--- config.mk ---
export PLATFORM = sky130hd
export DESIGN_NAME = tmrc_core
export DESIGN_NICKNAME = d
export VERILOG_FILES = /design/src/verilog/tmrc_pkg.sv /design/src/verilog/tmrc_core.sv /design/src/verilog/tmrc_tick_div.sv /design/src/verilog/tmrc_sec_timer.sv
export SDC_FILE = /design/constraint.sdc
export NUM_CORES = 1
export LEC_CHECK = 0
export ABC_CLOCK_PERIOD_IN_PS = 2970
export BUFFER_PORTS_ARGS = -buffer_cell sky130_fd_sc_hd__buf_2
export CORE_AREA = 2 2 161 242
export DETAILED_ROUTE_END_ITERATION = 10
export DIE_AREA = 0 0 163 244
export SLEW_MARGIN = 15
export SYNTH_ARGS = -nofsm -noshare
export SYNTH_HDL_FRONTEND = slang
export SYNTH_HIERARCHICAL = 1
export SYNTH_SLANG_ARGS = --single-unit
--- constraint.sdc ---
create_clock -name core_clk_i -period 2.97 [get_ports core_clk_i]
set_clock_uncertainty 0.15 [all_clocks]
set_input_delay 0.594 -clock core_clk_i [delete_from_list [all_inputs] [get_ports core_clk_i]]
set_output_delay 0.594 -clock core_clk_i [all_outputs]
set_load 0.02 [all_outputs]
--- src/verilog/tmrc_pkg.sv ---
// Constants, mode type and configuration selectors for the test mode and
// reset controller. Assumes a 40 MHz core clock and one synchronous reset.
//
// Overview of operation
// - Hardware lock blocks software test entry; only the covered test button enters.
// - Locked in regular mode, only basic communication settings may change.
// - Without button presses, test mode ends when timeout expires; default 1800 s.
// - Any front panel press in test mode reloads the full timeout.
// - Remaining timeout is presented continuously while in test mode.
// - Timeout expiry always returns to regular mode, never secondary display.
// - Timeout is whole seconds; when locked it changes only in test mode.
// - Test accumulators are separate and accumulate only in test mode.
// - Demand reset in test mode zeroes test demand only, peaks untouched.
// - Demand reset in regular mode clears stored peak demand values.
// - Pulse LED and infrared outputs emit energy pulses in test mode.
// - Unlocked: software master reset any mode; locked: only recessed button.
// - Master reset outside test zeroes energy, demand, peaks, losses, min/max, counters.
// - Master reset outside test also clears logs, recorders and stored files.
// - Master reset in test mode zeroes only test energy and demand.
// - Demand resets inside the lockout interval after an accepted one are ignored.
// - Lockout interval defaults to 25 days when defaults are applied.
// - Transformer ratio scaling of test values is selectable, off by default.
// - Loss compensation on test values is a selectable option.
// - Leaving test mode by any means clears every test accumulator.
// - Leaving test mode always lands in regular mode.
// - Regular accumulators pause in test mode and resume unchanged afterwards.
package tmrc_pkg;

   // =====================================================================
   // Timing
   // =====================================================================
   localparam int unsigned CLK_PERIOD_NS = 25;
   localparam int unsigned TICK_PERIOD_NS = 1_000_000_000;
   localparam int unsigned SEC_CYC = TICK_PERIOD_NS / CLK_PERIOD_NS;
   localparam int unsigned TIMER_W = 32;
   localparam logic [31:0] TEST_TO_DEF_S = 32'h0000_0708;
   localparam int unsigned LOCKOUT_DEF_DAYS = 25;
   localparam int unsigned SEC_PER_DAY = 86400;
   localparam logic [31:0] LOCKOUT_DEF_S = 32'(LOCKOUT_DEF_DAYS * SEC_PER_DAY);
   localparam logic [15:0] PULSE_DIV_DEF = 16'h0001;

   // =====================================================================
   // Front panel button positions
   // =====================================================================
   localparam int unsigned BTN_N = 3;
   localparam int unsigned BTN_UP = 0;
   localparam int unsigned BTN_DOWN = 1;
   localparam int unsigned BTN_SEL = 2;

   // =====================================================================
   // Configuration selectors
   // =====================================================================
   localparam logic [2:0] SEL_COMM = 3'h0;
   localparam logic [2:0] SEL_TEST_TO = 3'h1;
   localparam logic [2:0] SEL_LOCKOUT = 3'h2;
   localparam logic [2:0] SEL_SCALE = 3'h3;
   localparam logic [2:0] SEL_LOSS = 3'h4;
   localparam logic [2:0] SEL_PULSE = 3'h5;
   localparam logic [2:0] SEL_OTHER = 3'h6;

   typedef enum logic [1:0] {
      MODE_REG,
      MODE_SEC,
      MODE_TEST
   } tmrc_mode_t;

endpackage

--- src/verilog/tmrc_core.sv ---
// Mode and reset controller of a revenue meter: test mode entry and
// timeout, demand and master resets, lockout and test pulse outputs.
// Assumes pins arrive asynchronously and software strobes on core_clk_i.
`timescale 1ns/10ps
module tmrc_core #(
   parameter int unsigned SEC_CYC = tmrc_pkg::SEC_CYC,
   parameter int unsigned BTN_N   = tmrc_pkg::BTN_N,
   parameter int unsigned TW      = tmrc_pkg::TIMER_W
) (
   input  wire logic             core_clk_i,      // Core clock, 40 MHz.
   input  wire logic             sys_rst_i,       // Synchronous reset, high.
   input  wire logic             hw_lock_i,       // Hardware lock pin, high.
   input  wire logic             test_btn_i,      // Covered test button pin.
   input  wire logic             mreset_btn_i,    // Recessed master reset pin.
   input  wire logic             dreset_sw_i,     // Demand reset switch pin.
   input  wire logic [BTN_N-1:0] panel_btn_i,     // Front panel button pins.
   input  wire logic             sw_test_on_i,    // Software test entry pulse.
   input  wire logic             sw_test_off_i,   // Software test exit pulse.
   input  wire logic             sw_mreset_i,     // Software master reset.
   input  wire logic             sw_dreset_i,     // Software demand reset.
   input  wire logic             cfg_wr_i,        // Config write strobe.
   input  wire logic [2:0]       cfg_sel_i,       // Config item selector.
   input  wire logic [31:0]      cfg_data_i,      // Config write data.
   input  wire logic             cfg_dflt_i,      // Apply config defaults.
   input  wire logic             energy_q_i,      // Energy quantum pulse.
   output logic [1:0]            mode_o,          // Current mode code.
   output logic                  test_mode_o,     // High in test mode.
   output logic [TW-1:0]         test_remain_o,   // Seconds to timeout.
   output logic [TW-1:0]         lockout_rem_o,   // Lockout seconds left.
   output logic                  reg_acc_en_o,    // Regular accumulate.
   output logic                  test_acc_en_o,   // Test accumulate.
   output logic                  test_clr_o,      // Zero test accumulators.
   output logic                  test_dem_clr_o,  // Zero test demand.
   output logic                  peak_clr_o,      // Clear peak demand.
   output logic                  reg_zero_o,      // Zero regular values.
   output logic                  log_clr_o,       // Clear logs and files.
   output logic                  dreset_ign_o,    // Demand reset ignored.
   output logic                  req_refused_o,   // Software request refused.
   output logic                  cfg_ack_o,       // Config write taken.
   output logic                  cfg_nak_o,       // Config write refused.
   output logic                  comm_wr_o,       // Pass-on config write.
   output logic                  scale_en_o,      // Ratio scaling on test.
   output logic                  loss_en_o,       // Loss comp on test.
   output logic                  led_pulse_o,     // Energy pulse LED.
   output logic                  ir_pulse_o       // Energy pulse infrared.
);

   // =====================================================================
   // Pin synchronisers
   // =====================================================================
   localparam int unsigned PW = BTN_N + 4;
   logic [PW-1:0] pin_meta_q;
   logic [PW-1:0] pin_sync_q;
   logic [PW-1:0] pin_prev_q;
   logic [PW-1:0] pin_rise;

   // Two synchroniser flops and an edge flop per pin; the first stage feeds no logic.
   always_ff @(posedge core_clk_i) begin
      if (sys_rst_i) begin
         pin_meta_q <= '0;
         pin_sync_q <= '0;
         pin_prev_q <= '0;
      end else begin
         pin_meta_q <= {panel_btn_i, dreset_sw_i, mreset_btn_i, test_btn_i, hw_lock_i};
         pin_sync_q <= pin_meta_q;
         pin_prev_q <= pin_sync_q;
      end
   end

   // Press detection per pin, bit 0 is the lock level and is not used.
   genvar g;
   generate
      for (g = 0; g < PW; g++) begin : g_edge
         assign pin_rise[g] = pin_sync_q[g] && !pin_prev_q[g];
      end
   endgenerate

   logic             locked;
   logic             test_press;
   logic             mrst_press;
   logic             drst_press;
   logic [BTN_N-1:0] btn_press;
   logic             any_press;

   assign locked     = pin_sync_q[0];
   assign test_press = pin_rise[1];
   assign mrst_press = pin_rise[2];
   assign drst_press = pin_rise[3];
   assign btn_press  = pin_rise[PW-1:4];
   assign any_press  = |pin_rise[PW-1:1];

   // =====================================================================
   // Configuration registers
   // =====================================================================
   logic [TW-1:0] test_to_q;
   logic [TW-1:0] lockout_q;
   logic [15:0]   pulse_div_q;
   logic          scale_q;
   logic          loss_q;
   // Test mode flag, shared by the config gate and the mode state below.
   logic          in_test;
   logic          cfg_ok;
   logic          cfg_take;
   logic          dflt_take;

   // Locked in regular or secondary mode only comm settings pass.
   assign cfg_ok    = !locked || in_test || (cfg_sel_i == tmrc_pkg::SEL_COMM);
   assign cfg_take  = cfg_wr_i && cfg_ok;
   assign dflt_take = cfg_dflt_i && (!locked || in_test);
   assign cfg_ack_o = cfg_take || dflt_take;
   assign cfg_nak_o = (cfg_wr_i && !cfg_ok) || (cfg_dflt_i && !dflt_take);

   // Items held outside this block are handed on once accepted.
   assign comm_wr_o = cfg_take && ((cfg_sel_i == tmrc_pkg::SEL_COMM)
                                || (cfg_sel_i == tmrc_pkg::SEL_OTHER));

   // Timeout, lockout, options and pulse divider; defaults on request.
   always_ff @(posedge core_clk_i) begin
      if (sys_rst_i || dflt_take) begin
         test_to_q   <= TW'(tmrc_pkg::TEST_TO_DEF_S);
         lockout_q   <= TW'(tmrc_pkg::LOCKOUT_DEF_S);
         pulse_div_q <= tmrc_pkg::PULSE_DIV_DEF;
         scale_q     <= 1'b0;
         loss_q      <= 1'b0;
      end else if (cfg_take) begin
         case (cfg_sel_i)
            tmrc_pkg::SEL_TEST_TO: test_to_q   <= TW'(cfg_data_i);
            tmrc_pkg::SEL_LOCKOUT: lockout_q   <= TW'(cfg_data_i);
            tmrc_pkg::SEL_SCALE:   scale_q     <= cfg_data_i[0];
            tmrc_pkg::SEL_LOSS:    loss_q      <= cfg_data_i[0];
            tmrc_pkg::SEL_PULSE:   pulse_div_q <= cfg_data_i[15:0];
            default: begin
            end
         endcase
      end
   end

   assign scale_en_o = scale_q;
   assign loss_en_o  = loss_q;

   // =====================================================================
   // Second tick and timers
   // =====================================================================
   logic tick;

   tmrc_tick_div #(
      .CYC (SEC_CYC)
   ) u_tick (
      .core_clk_i (core_clk_i),
      .sys_rst_i  (sys_rst_i),
      .tick_o     (tick)
   );

   logic          enter_test;
   logic          to_load;
   logic          to_expire;
   logic [TW-1:0] to_count;

   // Entry and every press in test mode reload the full timeout.
   assign to_load = enter_test || (in_test && any_press);

   tmrc_sec_timer #(
      .W (TW)
   ) u_test_to (
      .core_clk_i (core_clk_i),
      .sys_rst_i  (sys_rst_i),
      .load_i     (to_load),
      .load_val_i (test_to_q),
      .tick_i     (tick && in_test),
      .count_o    (to_count),
      .expire_o   (to_expire)
   );

   // Remaining time is shown only while test mode runs.
   assign test_remain_o = in_test ? to_count : '0;

   logic          drst_req;
   logic          drst_take;
   logic [TW-1:0] lock_count;

   // A demand reset inside the lockout window is dropped.
   assign drst_req  = drst_press || sw_dreset_i;
   assign drst_take = drst_req && (lock_count == '0);

   tmrc_sec_timer #(
      .W (TW)
   ) u_lockout (
      .core_clk_i (core_clk_i),
      .sys_rst_i  (sys_rst_i),
      .load_i     (drst_take),
      .load_val_i (lockout_q),
      .tick_i     (tick),
      .count_o    (lock_count),
      .expire_o   ()
   );

   assign lockout_rem_o = lock_count;

   // =====================================================================
   // Mode state
   // =====================================================================
   tmrc_pkg::tmrc_mode_t mode_q;
   tmrc_pkg::tmrc_mode_t mode_d;
   logic                 sw_test_ok;
   logic                 leave_test;
   logic                 sel_toggle;

   // Software entry is refused under the lock; the button always works.
   assign sw_test_ok = sw_test_on_i && !locked;
   assign enter_test = !in_test && (test_press || sw_test_ok);
   assign leave_test = in_test && (to_expire || sw_test_off_i);
   assign sel_toggle = !in_test && btn_press[tmrc_pkg::BTN_SEL];
   assign in_test    = (mode_q == tmrc_pkg::MODE_TEST);

   // Next mode; any exit from test goes to regular mode.
   always_comb begin
      mode_d = mode_q;
      case (mode_q)
         tmrc_pkg::MODE_REG: begin
            if (enter_test) begin
               mode_d = tmrc_pkg::MODE_TEST;
            end else if (sel_toggle) begin
               mode_d = tmrc_pkg::MODE_SEC;
            end
         end
         tmrc_pkg::MODE_SEC: begin
            if (enter_test) begin
               mode_d = tmrc_pkg::MODE_TEST;
            end else if (sel_toggle) begin
               mode_d = tmrc_pkg::MODE_REG;
            end
         end
         tmrc_pkg::MODE_TEST: begin
            if (leave_test) begin
               mode_d = tmrc_pkg::MODE_REG;
            end
         end
         default: mode_d = tmrc_pkg::MODE_REG;
      endcase
   end

   // System reset always lands in regular mode.
   always_ff @(posedge core_clk_i) begin
      if (sys_rst_i) begin
         mode_q <= tmrc_pkg::MODE_REG;
      end else begin
         mode_q <= mode_d;
      end
   end

   assign mode_o      = mode_q;
   assign test_mode_o = in_test;

   // Regular billing pauses in test; values are never touched.
   assign reg_acc_en_o  = !in_test;
   assign test_acc_en_o = in_test;

   // =====================================================================
   // Reset commands
   // =====================================================================
   logic mrst_sw_ok;
   logic mrst_take;
   logic mrst_test;
   logic mrst_reg;
   logic refused_d;

   // Software master reset needs the lock open; the button always works.
   assign mrst_sw_ok = sw_mreset_i && !locked;
   assign mrst_take  = mrst_press || mrst_sw_ok;
   assign mrst_test  = mrst_take && in_test;
   assign mrst_reg   = mrst_take && !in_test;
   assign refused_d  = (sw_mreset_i && locked) || (sw_test_on_i && locked);

   // Registered command pulses toward the accumulators and stores.
   always_ff @(posedge core_clk_i) begin
      if (sys_rst_i) begin
         test_clr_o     <= 1'b0;
         test_dem_clr_o <= 1'b0;
         peak_clr_o     <= 1'b0;
         reg_zero_o     <= 1'b0;
         log_clr_o      <= 1'b0;
         dreset_ign_o   <= 1'b0;
         req_refused_o  <= 1'b0;
      end else begin
         test_clr_o     <= leave_test || mrst_test;
         test_dem_clr_o <= drst_take && in_test;
         peak_clr_o     <= (drst_take && !in_test) || mrst_reg;
         reg_zero_o     <= mrst_reg;
         log_clr_o      <= mrst_reg;
         dreset_ign_o   <= drst_req && !drst_take;
         req_refused_o  <= refused_d;
      end
   end

   // =====================================================================
   // Test energy pulsing
   // =====================================================================
   logic [15:0] pls_cnt_q;
   logic        pls_hit;
   logic        pls_out_q;

   // One output pulse per pulse_div_q energy quanta, test mode only.
   assign pls_hit = in_test && energy_q_i && (pls_cnt_q + 16'h0001 >= pulse_div_q);

   // The divider is cleared outside test so each session starts aligned.
   always_ff @(posedge core_clk_i) begin
      if (sys_rst_i || !in_test) begin
         pls_cnt_q <= 16'h0000;
         pls_out_q <= 1'b0;
      end else begin
         pls_out_q <= pls_hit;
         if (pls_hit) begin
            pls_cnt_q <= 16'h0000;
         end else if (energy_q_i) begin
            pls_cnt_q <= pls_cnt_q + 16'h0001;
         end
      end
   end

   assign led_pulse_o = pls_out_q;
   assign ir_pulse_o  = pls_out_q;

endmodule // tmrc_core

--- src/verilog/tmrc_tick_div.sv ---
// One-second enable pulse from the core clock.
// Assumes a free-running core clock; the pulse lasts one clock cycle.
`timescale 1ns/10ps
module tmrc_tick_div #(
   parameter int unsigned CYC = 40_000_000
) (
   input  wire logic core_clk_i,   // Core clock.
   input  wire logic sys_rst_i,    // Synchronous reset, active high.
   output logic      tick_o        // One-cycle pulse each second.
);

   // =====================================================================
   // Divider
   // =====================================================================
   logic [31:0] cnt_q;
   logic        wrap;

   assign wrap = (cnt_q == 32'(CYC - 1));

   // Counter wraps once per second and flags the wrap.
   always_ff @(posedge core_clk_i) begin
      if (sys_rst_i) begin
         cnt_q  <= 32'h0000_0000;
         tick_o <= 1'b0;
      end else begin
         cnt_q  <= wrap ? 32'h0000_0000 : cnt_q + 32'h0000_0001;
         tick_o <= wrap;
      end
   end

endmodule // tmrc_tick_div

--- src/verilog/tmrc_sec_timer.sv ---
// Down counter in whole seconds with a load, used for the test timeout
// and the demand reset lockout. Assumes a one-cycle tick enable.
`timescale 1ns/10ps
module tmrc_sec_timer #(
   parameter int unsigned W = 32
) (
   input  wire logic         core_clk_i,  // Core clock.
   input  wire logic         sys_rst_i,   // Synchronous reset, active high.
   input  wire logic         load_i,      // Reload with load_val_i.
   input  wire logic [W-1:0] load_val_i,  // Reload value in seconds.
   input  wire logic         tick_i,      // One-second enable.
   output logic [W-1:0]      count_o,     // Seconds remaining.
   output logic              expire_o     // Pulse when count reaches zero.
);

   // =====================================================================
   // Counter
   // =====================================================================
   logic last;

   assign last = tick_i && (count_o == W'(1));

   // Load wins over a tick so a press on the tick edge gives the full time.
   always_ff @(posedge core_clk_i) begin
      if (sys_rst_i) begin
         count_o  <= '0;
         expire_o <= 1'b0;
      end else begin
         expire_o <= !load_i && last;
         if (load_i) begin
            count_o <= load_val_i;
         end else if (tick_i && (count_o != '0)) begin
            count_o <= count_o - W'(1);
         end
      end
   end

endmodule // tmrc_sec_timer

* Yosys cells after proc, flatten, opt, wreduce, memory -nomap -nowiden
Cells that the tools add are included. W data, S select, Z words.
Word-level totals: bits in registers 226, output and inout port bits 83, word-level logic and storage cells 126
Operators by class: $add $sub $neg 4, magnitude comparators 1, equality and inequality tests 13, multiplexer cells 11, reduce and logical (&&, ||, !) cells 75
Operator list (number):
- $mux W32 | 5
- $reduce_bool A32 Y1 | 2
- $sub A32 B1 Y32 const B | 2
- $add A32 B1 Y32 const B | 1
- $eq A32 B1 Y1 const B | 1
- $eq A32 B26 Y1 const B | 1
- $logic_and A1 B1 Y1 | 32
- $logic_not A32 Y1 | 1
- $add A16 B1 Y16 const B | 1
- $ge A16 B16 Y1 | 1
- $logic_or A1 B1 Y1 | 15
- $logic_not A1 Y1 | 12
- $mux W2 | 5
- $reduce_and A2 Y1 | 5
- $eq A3 B3 Y1 const B | 3
- $eq A3 B2 Y1 const B | 2
- $ne A3 B3 Y1 const B | 2
- $pmux W2 S3 | 1
- $reduce_or A6 Y1 | 1
- $reduce_bool A2 Y1 | 2
- $reduce_or A2 Y1 | 2
- $eq A3 B1 Y1 const B | 1
- $logic_not A3 Y1 | 1
- $reduce_and A3 Y1 | 1
- other kinds (4) | 4

* Longest topological paths before layout
word-level depth 7, mapped depth 13, gate-level depth less buffers 11

* Modules after synthesis
Netlist, hierarchy kept.
Modules (own cells, without submodules):
- tmrc_core | times used 1, cells an instance 680, area an instance 5470.2 um^2, seq. area each 2542.4 um^2
- tmrc_sec_timer | times used 2, cells an instance 248, area an instance 2016.9 um^2, seq. area each 660.6 um^2
- tmrc_tick_div | times used 1, cells an instance 191, area an instance 1651.6 um^2, seq. area each 660.6 um^2

* Worst setup path before layout
Ideal clock, no wire load.
path kind register -> register, start point reg pls_cnt_q[0], end point reg pls_cnt_q[13], data arrival time 2825 ps, data required time 2705 ps, path slack -120 ps, stages on the path, launching flop included 14, path buffers 2, period minus slack after synthesis 3090 ps, cells stage by stage dfxtp_1 -> ha_1 -> and3_1 -> and4_1 -> buf_2 -> nand3_1 -> xnor2_1 -> ha_1 -> nand4_2 -> or2_1 -> o311a_1 -> a22oi_4 -> buf_6 -> nor2_1
On the way: word-level cells in the longest chain between the ends 4
RTL lines:
- start, declared | line tmrc_core.sv:298 | logic [15:0] pls_cnt_q;
- start signal, assigned | line tmrc_core.sv:315 | pls_cnt_q <= pls_cnt_q + 16'h0001;
- $add A16 B1 Y16 * | line tmrc_core.sv:303, tmrc_core.sv:315
- $ge A16 B16 Y1 | line tmrc_core.sv:303 | assign pls_hit = in_test && energy_q_i && (pls_cnt_q + 16'h0001 >= pulse_div_q);
- $logic_and A1 B1 Y1 | line tmrc_core.sv:303
- $reduce_or A2 Y1 (no line)
Every way passes the cells marked *; elsewhere a longest branch is shown, timed or not. A chain may end at the register's enable or synchronous reset.

* Worst setup path after layout
start point reg pls_cnt_q[1], end point reg pls_cnt_q[9]
Same word-level chain as after synthesis.

==> summary.txt <==
Floorplanning
  – Core area: 0.0376 mm2
  – Number of I/O pins: 134
  – DIE AREA: 0.0398 mm2
  – Die width: 163 um
  – Chip height: 244 um
  – Site row count: 87
  – Initial Util: 0.296

Drt
  – Final WL: 34900 um
  – # DRC: 0
  – DRT iter0 DRCs: 769
  – Via-per-instance ratio: 5.17
  – Routed WL per cell: 17.1 um
  – First-pass iteration count of the detailed router: 5
  – Via Count: 10507
  – Antenna-violating nets left: 0

Pwr
  – Sw power: 0.00257 W
  – Switching part of the total: 0.309
  – Pwr Total: 0.00830 W
  – PD cells: 607 mW/mm2
  – Static Leak: 5.24 nW
  – VDD IR-drop max: 448 uV
  – Sequential share of power: 0.393
  – Internal Pwr Total: 0.00574 W
  – Combinational share of power: 0.219
  – Clock Power Share: 0.389

Timing
  – Final-report hold violation count: 0
  – Final Setup Violations: 0
  – Setup TNS: 0 ns
  – Final Max Tran Viols: 0
  – Worst setup margin: 0.00489 ns
  – Relative slew slack: 0.286
  – Final Cycle Share: 0.998
  – Unrepaired setup endpoints after global routing: yes
  – Slew at the pin closest to its max-slew limit: 1.07 ns
  – Peak Freq: 0.337 GHz
  – Fin crit period: 2.97 ns

Place
  – RePlAce Congestion: 0.877
  – Post-DP HPWL: 25800 um
  – Pre-CTS setup slack: 0.0207 ns
  – Number of I/O port buffers: 133

Synthesis
  – Mapped Cells: 1363
  – Syn Area/Cell: 8.15 um2
  – YS warnings: 6
  – Syn_nets: 1435
  – Synthesized area: 0.0111 mm2

Clock network
  – Clock latency on the worst-skew pair: 0.53 ns
  – CTS tree: done
  – # clock sinks: 225
  – CTS Root Cell: clkbuf_16
  – H-tree levels: 1
  – Worst-case clock buffer depth: 3
  – TritonCTS Buffers: 23
  – Clk pin slew, worst setup/hold paths: 0.07 ns

Critical path
  – Crit-path cells: ha_4 > and3_4 > and4_4 > nand2_2 > xnor2_2 > ha_1 > nand4_1 > or2_1 > o311a_1 > a22oi_4 > clkbuf_16 > nor2_1
  – Max Fanout on Critical Path: 8
  – Setup crit end kind: register
  – Req. time, crit path: 3.23 ns
  – CP max stage delay: 0.38 ns
  – Slowest stage cell, crit path: dfxtp_4
  – Worst Path Class, Setup: register to register
  – Data arrival time of the critical path: 3.22 ns
  – Top cell family by delay on the critical path: simple AND/OR/NAND/NOR gates
  – Buf/Inv on CP: 1
  – Worst setup SP type: register

Cells and area
  – Area grow syn2layout: 23.1%
  – Nets: 1597
  – Share of layout cells above drive strength 1: 0.213
  – # fillers: 3888

Global routing
  – Total Routing Usage GR: 0.170
  – Initial antenna violation count: 2
  – Vias in the first global route: 10140
  – Grt total ovfl: 0
  – First-pass GRT wire length: 54400 um
  – Largest net degree at the start of global routing: 41

Run status
  – Outcome: completed

Run
  – Number of max-cap violations: 0

Worst hold path
  – Hold Path Class: input pin to register
==> sequential cells by signal, summed over array words and instances (netlist names), 2 cells and up <==
register	cells
lockout_q	32
u_tick/cnt_q	32
u_test_to/count_o	32
pulse_div_q	16
pin_prev_q	6
pls_cnt_q	16
mode_o	2
u_lockout/count_o	32
pin_meta_q	7
pin_sync_q	7
test_to_q	32
==> metal layers <==
layer,wire length [um],global-route usage,share of wire
met1,13900,0.195,0.40
met2,17000,0.295,0.49
met3,2480,0.0409,0.071
met4,1510,0.0809,0.043
met5,0,0,0
==> what timing repair did <==
item                       CTS  global route
setup endpoints to repair    0            20
gates resized for setup      0            42
buffers inserted             0             6
hold buffers                 0             0
==> metrics by stage <==
| step | util | hold slack (ns) | cells | cell area [um2] |
|---|---|---|---|---|
| 6_report | 0.364 | 0.131 | 2033 | 13700 |
| 5_1_grt | 0.364 | 0.129 | 2033 | 13700 |
| 4_1_cts | 0.358 | 0.109 | 2024 | 13400 |
| 3_5_place_dp | 0.336 | 0.279 | 1982 | 12600 |
| 3_3_place_gp | 0.336 | 0.268 | 1982 | 12600 |
| 2_1_floorplan | - | 0.264 | 1363 | 11100 |
==> path summary, 6_finish.rpt <==
| check | cells after the start | from | slack [ns] | to |
|---|---|---|---|---|
| setup / recovery | 12 | pls_cnt_q[1]$_SDFFE_PP0P_ | 0.005 | pls_cnt_q[9]$_SDFFE_PP0P_ |
| hold / removal | 2 | test_btn_i | 0.13 | pin_meta_q[1]$_SDFF_PP0_ |
| setup reg to reg | 12 | pls_cnt_q[1]$_SDFFE_PP0P_ | 0.005 | pls_cnt_q[9]$_SDFFE_PP0P_ |
| hold reg to reg | 1 | pin_meta_q[2]$_SDFF_PP0_ | 0.28 | pin_sync_q[2]$_SDFF_PP0_ |
==> power groups by stage <==
stage	clock [W]	sequential [W]	combinational (W)
global placement	0	0.00332	0.00176
global route	0.00343	0.00328	0.00195
finish	0.00323	0.00326	0.00182
detailed placement	0	0.00332	0.00177
floorplan	0	0.00338	0.00107
CTS	0.00332	0.00326	0.00178
==> layout make-up <==
| type | instances | area [um2] | share of cell area |
|---|---|---|---|
| multi-input cells | 1024 | 6280 | 0.459 |
| flip-flops and latches | 225 | 4510 | 0.330 |
| repair buffers | 211 | 1290 | 0.0941 |
| well taps | 489 | 612 | 0.0447 |
| clock buffers | 26 | 607 | 0.0444 |
| clock inverters | 16 | 229 | 0.0167 |
| inverters | 40 | 150 | 0.0110 |
| diodes | 2 | 5.00 | 0.000366 |
==> cell usage in the layout (no fill, tap or decap), types with 23 or more instances in the layout <==
master	instances
buf_2	132
dfxtp_1	219
or4_1	25
buf_4	76
nor2b_1	26
inv_1	37
and2_1	38
nand2_1	214
or3_1	23
nor2_1	109
nor4_1	30
clkbuf_16	24
a211oi_1	25
xor2_1	29
a21oi_1	123
nand3_1	42
xnor2_1	34
nor3_1	36
No activity file was read; power rests on OpenSTA's default activity.
